[config.mk]
export PLATFORM = sky130hd
export DESIGN_NAME = sar_readout
export DESIGN_NICKNAME = d
export VERILOG_FILES = /design/src/shared/sar_pkg.sv /design/src/rtl/sar_result_reg.sv /design/src/rtl/sar_readout.sv
export SDC_FILE = /design/constraint.sdc
export NUM_CORES = 1
export LEC_CHECK = 0
export ABC_AREA = 1
export BUFFER_PORTS_ARGS = -buffer_cell sky130_fd_sc_hd__buf_4
export CORE_AREA = 2 2 69 58
export CTS_CLUSTER_DIAMETER = 200
export DETAILED_ROUTE_END_ITERATION = 12
export DIE_AREA = 0 0 71 60
export GPL_ROUTABILITY_DRIVEN = 0
export PLACE_DENSITY_LB_ADDON = 0.08
export SYNTH_ARGS = -nofsm -noshare
export SYNTH_HDL_FRONTEND = slang
export SYNTH_SLANG_ARGS = --single-unit
export TNS_END_PERCENT = 100
[constraint.sdc]
create_clock -name ref_clk -period 5.52 [get_ports ref_clk]
set_input_delay 0 -clock ref_clk [delete_from_list [all_inputs] [get_ports ref_clk]]
set_output_delay 0 -clock ref_clk [all_outputs]
set_load 0.02 [all_outputs]
[src/shared/sar_pkg.sv]
// constants and types of the serial converter readout sequencer
package sar_pkg;
    localparam int unsigned RESULT_BITS    = 16;
    localparam logic [5:0]  ACQ_EDGES      = 6'h05;
    localparam logic [5:0]  LAST_FWD_IDX   = 6'h00;
    localparam logic [5:0]  LAST_REV_IDX   = 6'h0f;
    localparam logic [15:0] CODE_MIDSCALE  = 16'h8000;
    localparam logic [15:0] CODE_BELOW_MID = 16'h7fff;

    typedef enum logic [2:0] {
        SAR_IDLE    = 3'b000,
        SAR_ACQUIRE = 3'b001,
        SAR_NULL    = 3'b011,
        SAR_FORWARD = 3'b010,
        SAR_REVERSE = 3'b110,
        SAR_DONE    = 3'b111
    } sar_state_t;
endpackage

[src/rtl/sar_result_reg.sv]
// holding register for the captured conversion result
`timescale 1ns/100ps
`default_nettype none
module sar_result_reg #(
    parameter int unsigned WIDTH = 16
) (
    input  wire logic             ref_clk,
    input  wire logic             rstn,
    input  wire logic             load,
    input  wire logic [WIDTH-1:0] loadData,
    output var  logic [WIDTH-1:0] readData
);
    if (WIDTH < 1) begin
        $error("width must be positive");
    end

    always_ff @(posedge ref_clk or negedge rstn) begin
        if (!rstn) begin
            readData <= '0;
        end else if (load) begin
            readData <= loadData;
        end
    end
endmodule
`default_nettype wire

[src/rtl/sar_readout.sv]
// readout sequencer of a 16-bit serial sampling converter, device side
// Contract
// the data output changes on each falling serial clock edge, one bit per period.
// the host samples on the rising edge, or on the falling edge if hold margin allows.
// a falling select starts conversion and transfer.
// the first five periods after select falls acquire the input with the output undriven.
// on the fifth falling clock edge the output is enabled and held low one period.
// then the 16-bit result is sent from bit fifteen down to bit zero.
// after bit zero, further clocks resend the result from bit zero up to bit fifteen; the code resends from bit one, bit zero being shared.
// after the repeated bit fifteen the output returns to high impedance.
// after the reversed stream, further clocks are ignored while select stays low.
// a new conversion needs select raised and then lowered again.
// results are unsigned straight binary.
// one step is reference over 65536; midscale 8000h, below it 7fffh, zero 0, full all ones.
// the host keeps the serial clock between 24 kHz and 2.4 MHz.
// the converter is in low power while select is high and after conversion completes.
// a rising select abandons the transfer, clears the count and floats the output.
`timescale 1ns/100ps
`default_nettype none
module sar_readout
    import sar_pkg::*;
#(
    parameter int unsigned WIDTH = RESULT_BITS
) (
    input  wire logic             ref_clk,
    input  wire logic             rstn,
    input  wire logic             selectN,
    input  wire logic             serClk,
    input  wire logic [WIDTH-1:0] sampleCode,
    output var  logic             dataOut,
    output var  logic             dataOutEn,
    output var  logic             sampling,
    output var  logic             lowPower
);
    if (WIDTH != RESULT_BITS) begin
        $error("only a 16-bit result is served");
    end

    // ------------------------------------------------------------
    // edge detection on the synchronous pin inputs
    // ------------------------------------------------------------
    // selPrev resets high: a select held low through reset is taken as a start in the first cycle after reset
    // serClk is sampled on ref_clk, so each level must last one ref_clk cycle or more
    logic selPrev;
    logic clkPrev;
    wire  selFall = selPrev && !selectN;
    wire  selHigh = selectN;
    wire  clkFall = clkPrev && !serClk;

    always_ff @(posedge ref_clk or negedge rstn) begin
        if (!rstn) begin
            selPrev <= 1'b1;
            clkPrev <= 1'b0;
        end else begin
            selPrev <= selectN;
            clkPrev <= serClk;
        end
    end

    // ------------------------------------------------------------
    // sequencer
    // ------------------------------------------------------------
    sar_state_t state;
    sar_state_t next_state;
    logic [5:0] count;
    logic [5:0] next_count;
    logic [WIDTH-1:0] result;

    // straight binary code passes unchanged; no sign or offset mapping
    // latched on the null-bit edge, so later changes of sampleCode are not seen
    wire captureNow = (state == SAR_ACQUIRE) && clkFall && (count == ACQ_EDGES - 6'h01);

    sar_result_reg #(.WIDTH(WIDTH)) u_result (
        .ref_clk  (ref_clk),
        .rstn     (rstn),
        .load     (captureNow),
        .loadData (sampleCode),
        .readData (result)
    );

    function automatic logic bitAt(input logic [WIDTH-1:0] word, input logic [5:0] idx);
        bitAt = word[idx[3:0]];
    endfunction

    always_comb begin
        next_state = state;
        next_count = count;
        if (selHigh) begin
            next_state = SAR_IDLE;
            next_count = 6'h00;
        end else begin
            unique case (state)
                SAR_IDLE: begin
                    if (selFall) begin
                        next_state = SAR_ACQUIRE;
                        next_count = 6'h00;
                    end
                end
                SAR_ACQUIRE: begin
                    if (clkFall) begin
                        next_count = count + 6'h01;
                        if (count == ACQ_EDGES - 6'h01) begin
                            next_state = SAR_NULL;
                        end
                    end
                end
                SAR_NULL: begin
                    if (clkFall) begin
                        next_state = SAR_FORWARD;
                        next_count = LAST_REV_IDX;
                    end
                end
                SAR_FORWARD: begin
                    if (clkFall) begin
                        if (count == LAST_FWD_IDX) begin
                            next_state = SAR_REVERSE;
                            next_count = 6'h01;
                        end else begin
                            next_count = count - 6'h01;
                        end
                    end
                end
                SAR_REVERSE: begin
                    if (clkFall) begin
                        if (count == LAST_REV_IDX) begin
                            next_state = SAR_DONE;
                        end else begin
                            next_count = count + 6'h01;
                        end
                    end
                end
                SAR_DONE: begin
                    next_state = SAR_DONE;
                end
                default: begin
                    next_state = SAR_IDLE;
                    next_count = 6'h00;
                end
            endcase
        end
    end

    always_ff @(posedge ref_clk or negedge rstn) begin
        if (!rstn) begin
            state <= SAR_IDLE;
            count <= 6'h00;
        end else begin
            state <= next_state;
            count <= next_count;
        end
    end

    // ------------------------------------------------------------
    // registered pin outputs
    // ------------------------------------------------------------
    // bit zero is shared by both streams: forward ends on it, reverse starts above it
    wire driveNext = (next_state == SAR_NULL) || (next_state == SAR_FORWARD)
                  || (next_state == SAR_REVERSE);
    wire next_dataOut = (next_state == SAR_FORWARD || next_state == SAR_REVERSE)
                      ? bitAt(result, next_count) : 1'b0;
    // a high select counts as a bit edge so the pin floats at once
    wire bitEdge = clkFall || selHigh;

    always_ff @(posedge ref_clk or negedge rstn) begin
        if (!rstn) begin
            dataOut   <= 1'b0;
            dataOutEn <= 1'b0;
            sampling  <= 1'b0;
            lowPower  <= 1'b1;
        end else begin
            if (bitEdge) begin
                dataOut   <= next_dataOut;
                dataOutEn <= driveNext;
            end
            sampling <= (next_state == SAR_ACQUIRE);
            lowPower <= (next_state == SAR_IDLE) || (next_state == SAR_DONE);
        end
    end

    // ------------------------------------------------------------
    // assertions
    // ------------------------------------------------------------
    a_float_on_deselect: assert property (@(posedge ref_clk) disable iff (!rstn)
        selectN |=> !dataOutEn) else $error("output driven while deselected");
    a_quiet_in_acquire: assert property (@(posedge ref_clk) disable iff (!rstn)
        (state == SAR_ACQUIRE) |-> !dataOutEn) else $error("output driven in acquire");
    a_null_bit_low: assert property (@(posedge ref_clk) disable iff (!rstn)
        (state == SAR_ACQUIRE && next_state == SAR_NULL) |=> dataOutEn && !dataOut)
        else $error("null bit not low");
    a_change_on_fall: assert property (@(posedge ref_clk) disable iff (!rstn)
        (!clkFall && !selectN) |=> $stable(dataOut)) else $error("output moved off edge");
    a_done_ignores: assert property (@(posedge ref_clk) disable iff (!rstn)
        (state == SAR_DONE && !selectN) |=> state == SAR_DONE && !dataOutEn)
        else $error("clock acted after stream end");
    a_msb_first: assert property (@(posedge ref_clk) disable iff (!rstn)
        (state == SAR_NULL && next_state == SAR_FORWARD) |=> dataOut == result[WIDTH-1])
        else $error("first data bit not msb");
    a_reverse_start: assert property (@(posedge ref_clk) disable iff (!rstn)
        (state == SAR_FORWARD && next_state == SAR_REVERSE) |=> dataOut == result[1])
        else $error("reverse stream wrong start");
    a_tristate_end: assert property (@(posedge ref_clk) disable iff (!rstn)
        (state == SAR_REVERSE && next_state == SAR_DONE) |=> !dataOutEn && lowPower)
        else $error("output not released at stream end");
    a_restart_needs_rise: assert property (@(posedge ref_clk) disable iff (!rstn)
        (state == SAR_IDLE && !selFall) |=> state == SAR_IDLE) else $error("start without fall");
    a_null_held_low: assert property (@(posedge ref_clk) disable iff (!rstn)
        (state == SAR_NULL) |-> dataOutEn && !dataOut) else $error("null bit not held low");
    a_power_deselect: assert property (@(posedge ref_clk) disable iff (!rstn)
        selectN |=> lowPower) else $error("not in low power while deselected");

    c_full_stream: cover property (@(posedge ref_clk) disable iff (!rstn)
        state == SAR_REVERSE ##1 state == SAR_DONE);
    c_abort_forward: cover property (@(posedge ref_clk) disable iff (!rstn)
        state == SAR_FORWARD ##1 state == SAR_IDLE);
    c_late_clock: cover property (@(posedge ref_clk) disable iff (!rstn)
        state == SAR_DONE && clkFall && !selectN);
    c_midscale: cover property (@(posedge ref_clk) disable iff (!rstn)
        captureNow && sampleCode == CODE_MIDSCALE);
    c_below_mid: cover property (@(posedge ref_clk) disable iff (!rstn)
        captureNow && sampleCode == CODE_BELOW_MID);
endmodule
`default_nettype wire

==> results of run 1 <==
## kinds of logic (layout without fill, tap and decap cells)
group | Yosys count | count (layout) | share of synthesized area
adder cells (fa/ha/maj) | 4 | 4 | 0.0257
XOR/XNOR | 5 | 5 | 0.0225
flip-flops | 31 | 31 | 0.399
buffers and inverters | 34 | 79 | 0.0790
AND/OR/NAND/NOR | 121 | 121 | 0.289
AO/OA/AOI/OAI | 29 | 29 | 0.0918
multiplexers | 16 | 16 | 0.0925
## area by class of cell
type / count / area, µm²
fillers: 313 / 1220
well taps: 44 / 55.1
clock inverters: 3 / 15.0
flip-flops and latches: 31 / 778
inverters: 29 / 109
repair buffers: 42 / 363
clock buffers: 5 / 68.8
multi-input cells: 175 / 1020
## final timing paths
kind / from / endpoint / slack [ps] / cells after the start
worst min-delay path: rstn / count[4] / 180 / 2
worst min register to register: u_result.readData[2] / u_result.readData[2] / 510 / 1
max in group asynchronous: rstn / selPrev / 5010 / 2
worst max-delay path: count[0] / dataOut / 3390 / 14
worst max register to register: count[0] / dataOut / 3390 / 14
min in group ref_clk: serClk / clkPrev / 380 / 2
## timing repair
action | CTS | global route
resized for setup | 0 | 0
endpoints found under the hold margin | 50 | 0
setup endpoints to repair | 0 | 0
hold buffers | 19 | 0
## state kept, by name, indices dropped and copies added, names as in the netlist
signal,count
dataOut,1
state,3
dataOutEn,1
count,6
u_result.readData,16
sampling,1
clkPrev,1
lowPower,1
selPrev,1
## power by group
part | leakage (nW) | switching (mW) | total [mW] | internal, mW
registers | 0.421 | 0.00437 | 0.238 | 0.234
logic | 0.753 | 0.0340 | 0.0648 | 0.0308
clock network | 0.0477 | 0.0840 | 0.170 | 0.0861
## cells in the mapped netlist
library cell / number
inv_2: 4
nand2_4: 2
a32o_1: 1
o21ai_0: 12
mux2_2: 16
o31ai_1: 1
inv_1: 25
a21oi_4: 1
dfrtp_1: 29
a21oi_1: 7
nand3_1: 33
nor3_1: 4
dfstp_2: 2
a211oi_1: 2
nand2_1: 52
xnor2_1: 1
o21ai_1: 2
xor2_1: 4
nand4_1: 2
nand3_2: 2
buf_4: 1
nand2_2: 8
a21oi_2: 1
nor2_1: 14
clkbuf_1: 1
buf_6: 3
a21boi_0: 1
o2111ai_1: 1
ha_1: 4
nor2_2: 4
## per-layer routing
metal / GRT usage / vias up
met1: 0.347 / 813
li1: - / 881
met4: 0.0728 / 0
met3: 0.0624 / 5
met5: 0 / -
met2: 0.356 / 53
## through the flow
stage,utilization,area [µm²]
after CTS,0.663,2400
after global placement,0.587,2130
after global routing,0.663,2400
after detailed placement,0.587,2130
final,0.663,2400
after floorplan,-,1950
## worst max-delay path, cell delays in order (launching register included)
cell and delay [ps]:
dfrtp_1 480, ha_1 230, nand2_2 60, nor2_2 140, nand2_2 130, nand2_2 80, nand2_2 70, nand3_1 90
nand2_2 80, a21oi_4 230, nand3_1 100, nand3_1 90, nand3_1 90, nand3_1 100, nand2_1 50
==> metrics, run 1 <==
drt pass-1 iters 5; Cells after DPL 302; Setup WS pre-CTS ~3400 ps; commonest non-fill, non-tap cell in the layout nand2_1; nets 308; Core Region 3630 µm²; setup tns final 0 ps; P per Cell Area 197 nW/µm²; Max Freq 469 MHz; vias in the first global route 1589; postcts setup bufs 0; status finished, final reports clean; metal3 WL 318 µm; largest area contributor in the netlist dfrtp_1; number of I/O port buffers 23; Syn Inst Count 240; CTS Buf Count 5; Yosys reg bits 31; worst hold slack ~180 ps; Max Cap Viol 0; post-DP HPWL between 3 and 4 mm; Worst Setup Slack, final 3390 ps; Leak 1.22 nW; WP data required around 5700 ps; syn nets 264; slew margin rel. 0.685; final period utilization 0.386; DRT Wirelength 4.65 mm; total power 0.473 mW; Antenna Violating Nets Remaining 0; max layer used met4; initial antenna violation count 0; Metal-1 WL 2.25 mm; VDD IR max 0.135 mV; Initial Utilization 0.537; clk sinks 31; post-synth cell types 30; # diodes 0; yosys warns 0; vias per cell 5.33; Clock Tree Buf Depth 2; starting DRC count in detailed routing 165; largest net degree at the start of global routing 32; worst slew pin tran 469 ps; Worst setup SP type register; Final Non-Filler Cells 329; area added between synthesis and finish 23.4%; share of layout cells above drive strength 1 0.249; Die Span X 71 µm; post-synth top area share 0.373; synth top area cells dfrtp_1 (37%), nand2_1 (10%), mux2_2 (9.2%); CTS tree built; Cell Area, Synth 1950 µm²; Critical Path AT 2310 ps; first-pass GRT wire length 7.65 mm; Crit Path Max Fanout 6; Pins Over Slew Limit 0; Tmin final between 2000 and 2500 ps; crit path capture type register; unrepaired setup endpoints after global routing false; grt total ovfl 0; via count 1752; WL per Instance approximately 14 µm; # H-tree levels 2; GRT Total Usage 0.240; Setup Skew 2.14 ps; final hold violation count 0; most frequent cells in the layout nand2_1 (52), nand3_1 (33), dfrtp_1 (29), inv_1 (25), buf_4 (23); clock latency on the worst-skew pair ~280 ps; row count 20; Seq/Total Area, Yosys 0.399; die area 4260 µm²; DRC 0; Syn Area/Cell 8.12 µm²; Crit Path Class reg2reg; clk slew on worst S/H paths 60 ps; # setup viols final 0; # IOs 24; Die Ht 60 µm; Root Buffer clkbuf_8; met2 WL post-DR between 2 and 2.5 mm; worst hold-check path type in2async
(Power assumes the default switching activity.)
==> run 2: changes to the inputs <==
--- a/config.mk
+++ b/config.mk
@@ -5,12 +5,12 @@
 export SDC_FILE = /design/constraint.sdc
 export NUM_CORES = 1
 export LEC_CHECK = 0
-export ABC_AREA = 1
+export ABC_AREA = 0
 export BUFFER_PORTS_ARGS = -buffer_cell sky130_fd_sc_hd__buf_4
-export CORE_AREA = 2 2 69 58
+export CORE_AREA = 2 2 70 58
 export CTS_CLUSTER_DIAMETER = 200
 export DETAILED_ROUTE_END_ITERATION = 12
-export DIE_AREA = 0 0 71 60
+export DIE_AREA = 0 0 72 60
 export GPL_ROUTABILITY_DRIVEN = 0
 export PLACE_DENSITY_LB_ADDON = 0.08
 export SYNTH_ARGS = -nofsm -noshare
==> constraint.sdc (replaced) <==
create_clock -name ref_clk -period 2.2 [get_ports ref_clk]
set_input_delay 0 -clock ref_clk [delete_from_list [all_inputs] [get_ports ref_clk]]
set_output_delay 0 -clock ref_clk [all_outputs]
set_load 0.02 [all_outputs]
==> metrics, run 2 <==
# IOs 24; Logic pwr share 0.247; worst slew pin tran 727 ps; Initial Utilization 0.540; final hold violation count 0; syn nets around 230; unrepaired setup endpoints after global routing true; status complete, but fails checks; Final Non-Filler Cells 335; Die Span X 72 µm; final period utilization 1.12; Core Region 3680 µm²; slew margin rel. 0.509; # setup viols final 1; number of I/O port buffers 23; Cells after DPL approximately 300; CTS Buf Count 5; DRC 0; post-synth cell types between 60 and 70; Syn Area/Cell 9.70 µm²; met1 Use GR 0.400; commonest non-fill, non-tap cell in the layout buf_4; worst hold slack between 150 and 200 ps; clk sinks 31; clock latency on the worst-skew pair 290 ps; via count 2098; crit path capture type register; CTS tree built; drt pass-1 iters 6; die area between 4000 and 5000 µm²; met2 Use GR 0.454; max reg flops 16; yosys warns 0; fill count 231; EDFF count, synth 0; Flop pwr share 0.447; total power 1.41 mW; Antenna Violating Nets Remaining 0; Clock power frac 0.306; first-pass GRT wire length roughly 9.6 mm; Cell Area, Synth just under 2000 µm²; Setup Skew 7.39 ps; global routing's busiest layer met2; Top reg by flops u_result.readData; asr flop ratio synth 1.00; worst hold-check path type in2async; failing checks setup timing; Sw Pwr ~0.39 mW; Clock Tree Buf Depth 2; Post-synth top cells dfrtp_1 (29), nand2_1 (19), mux2_2 (17); post-DP HPWL 4.10 mm; GRT Total Usage 0.297; Syn Inst Count 205; Tmin final 2470 ps; Critical Path AT between 2000 and 3000 ps; initial antenna violation count 0; Crit Path Max Fanout 3; most frequent cells in the layout buf_4 (67), dfrtp_1 (29), nand2_1 (19), dlygate4sd3_1 (19), mux2_2 (17); Yosys reg bits 31; Leak 1.31 nW; P per Cell Area a little under 500 nW/µm²; vias per cell 6.26; largest net degree at the start of global routing 32; sw frac 0.280; grt total ovfl 0; DRT Wirelength 6.24 mm; WP data required between 2000 and 2500 ps; post-synth top area share 0.365; row count 20; nets 314; largest area contributor in the netlist dfrtp_1; Worst Setup Slack, final -270 ps; # diodes 0; Worst setup SP type register; most frequent cell after synthesis dfrtp_1; met3 GRT Util 0.0826; Crit Path Class reg2reg; VDD IR max 0.413 mV; # H-tree levels 2; Post-synth top flop dfrtp_1; vias in the first global route around 2000; Max Cap Viol 0; WL per Instance roughly 19 µm; Max Freq 405 MHz; top flop regs u_result.readData (16), count (6), state (3); Die Ht 60 µm; Cell Area, Placed 2490 µm²; starting DRC count in detailed routing around 210; Seq/Total Area, Yosys 0.391; Int Pwr 1.01 mW; design area 2890 µm²; share of layout cells above drive strength 1 0.412; Root Buffer clkbuf_8; Pins Over Slew Limit 0; area added between synthesis and finish 45.1%; clk slew on worst S/H paths 70 ps; synth top area cells dfrtp_1 (37%), mux2_2 (9.6%), nand2_1 (3.6%)
## run 2: final cells by class
class                   count  area, µm²  share of cell area
multi-input cells         157       1230               0.426
repair buffers             88        716               0.248
inverters                   7       26.3             0.00911
well taps                  44       55.1              0.0191
flip-flops and latches     31        778               0.270
clock inverters             1       5.00             0.00173
clock buffers               7       76.3              0.0265
## run 2: metal layers
metal  vias to the layer above  share of wire
met1                       998           0.42
met2                       130           0.46
met4                         0          0.033
met3                        34          0.088
li1                        936              -
met5                         -              0
## run 2: power groups by stage
stage | Combinational [mW] | Clock, mW | Sequential [mW]
after global placement | 0.268 | 0 | 0.636
after detailed placement | 0.278 | 0 | 0.637
after CTS | 0.322 | 0.440 | 0.627
after global routing | 0.375 | 0.458 | 0.631
final | 0.348 | 0.430 | 0.628
after floorplan | 0.148 | 0 | 0.635
## run 2: path summary, 6_finish.rpt
kind / startpoint / end / slack, ps / cells past startpoint
min in group ref_clk: serClk / state[2] / 230 / 4
max in group asynchronous: rstn / lowPower / 1690 / 2
setup reg to reg: clkPrev / dataOut / -270 / 11
hold / removal: rstn / count[4] / 170 / 2
setup / recovery: clkPrev / dataOut / -270 / 11
hold reg to reg: u_result.readData[6] / u_result.readData[6] / 510 / 1
## run 2: per-stage QoR
stage          setup WS [ps]   util  setup TNS, ps
3_3_place_gp            -157  0.676           -157
2_1_floorplan           -238      -           -238
5_1_grt                 -397  0.784           -435
3_5_place_dp            -235  0.676           -235
4_1_cts                 -154  0.766           -154
6_report                -270  0.784           -270
## run 2: kinds of logic after synthesis
| logic type | count (synthesis) | synth area share |
|---|---|---|
| adders and majority gates | 4 | 0.0252 |
| AOI/OAI and AO/OA | 55 | 0.211 |
| buffers and inverters | 17 | 0.0384 |
| muxes | 19 | 0.109 |
| and+or+nand+nor | 76 | 0.211 |
| DFF | 31 | 0.391 |
| xor gates and xnor gates | 3 | 0.0132 |
## run 2: worst max-delay path, cell delays in order, from the launching register on
cell	delay [ps]
dfrtp_1	380
and2b_1	190
inv_2	100
ha_4	200
o211ai_1	260
buf_4	180
o311ai_4	100
o21ai_4	110
mux2_4	320
o221a_1	250
o21ai_1	160
nand4_1	100
## run 2: timing repair
action                                  4_1_cts  5_1_grt
endpoints found under the hold margin        49        0
endpoints found under the setup margin        1        2
buffers inserted                              3        3
gates resized for setup                       7       10
hold buffers                                 19        0
pin swaps                                     2        9
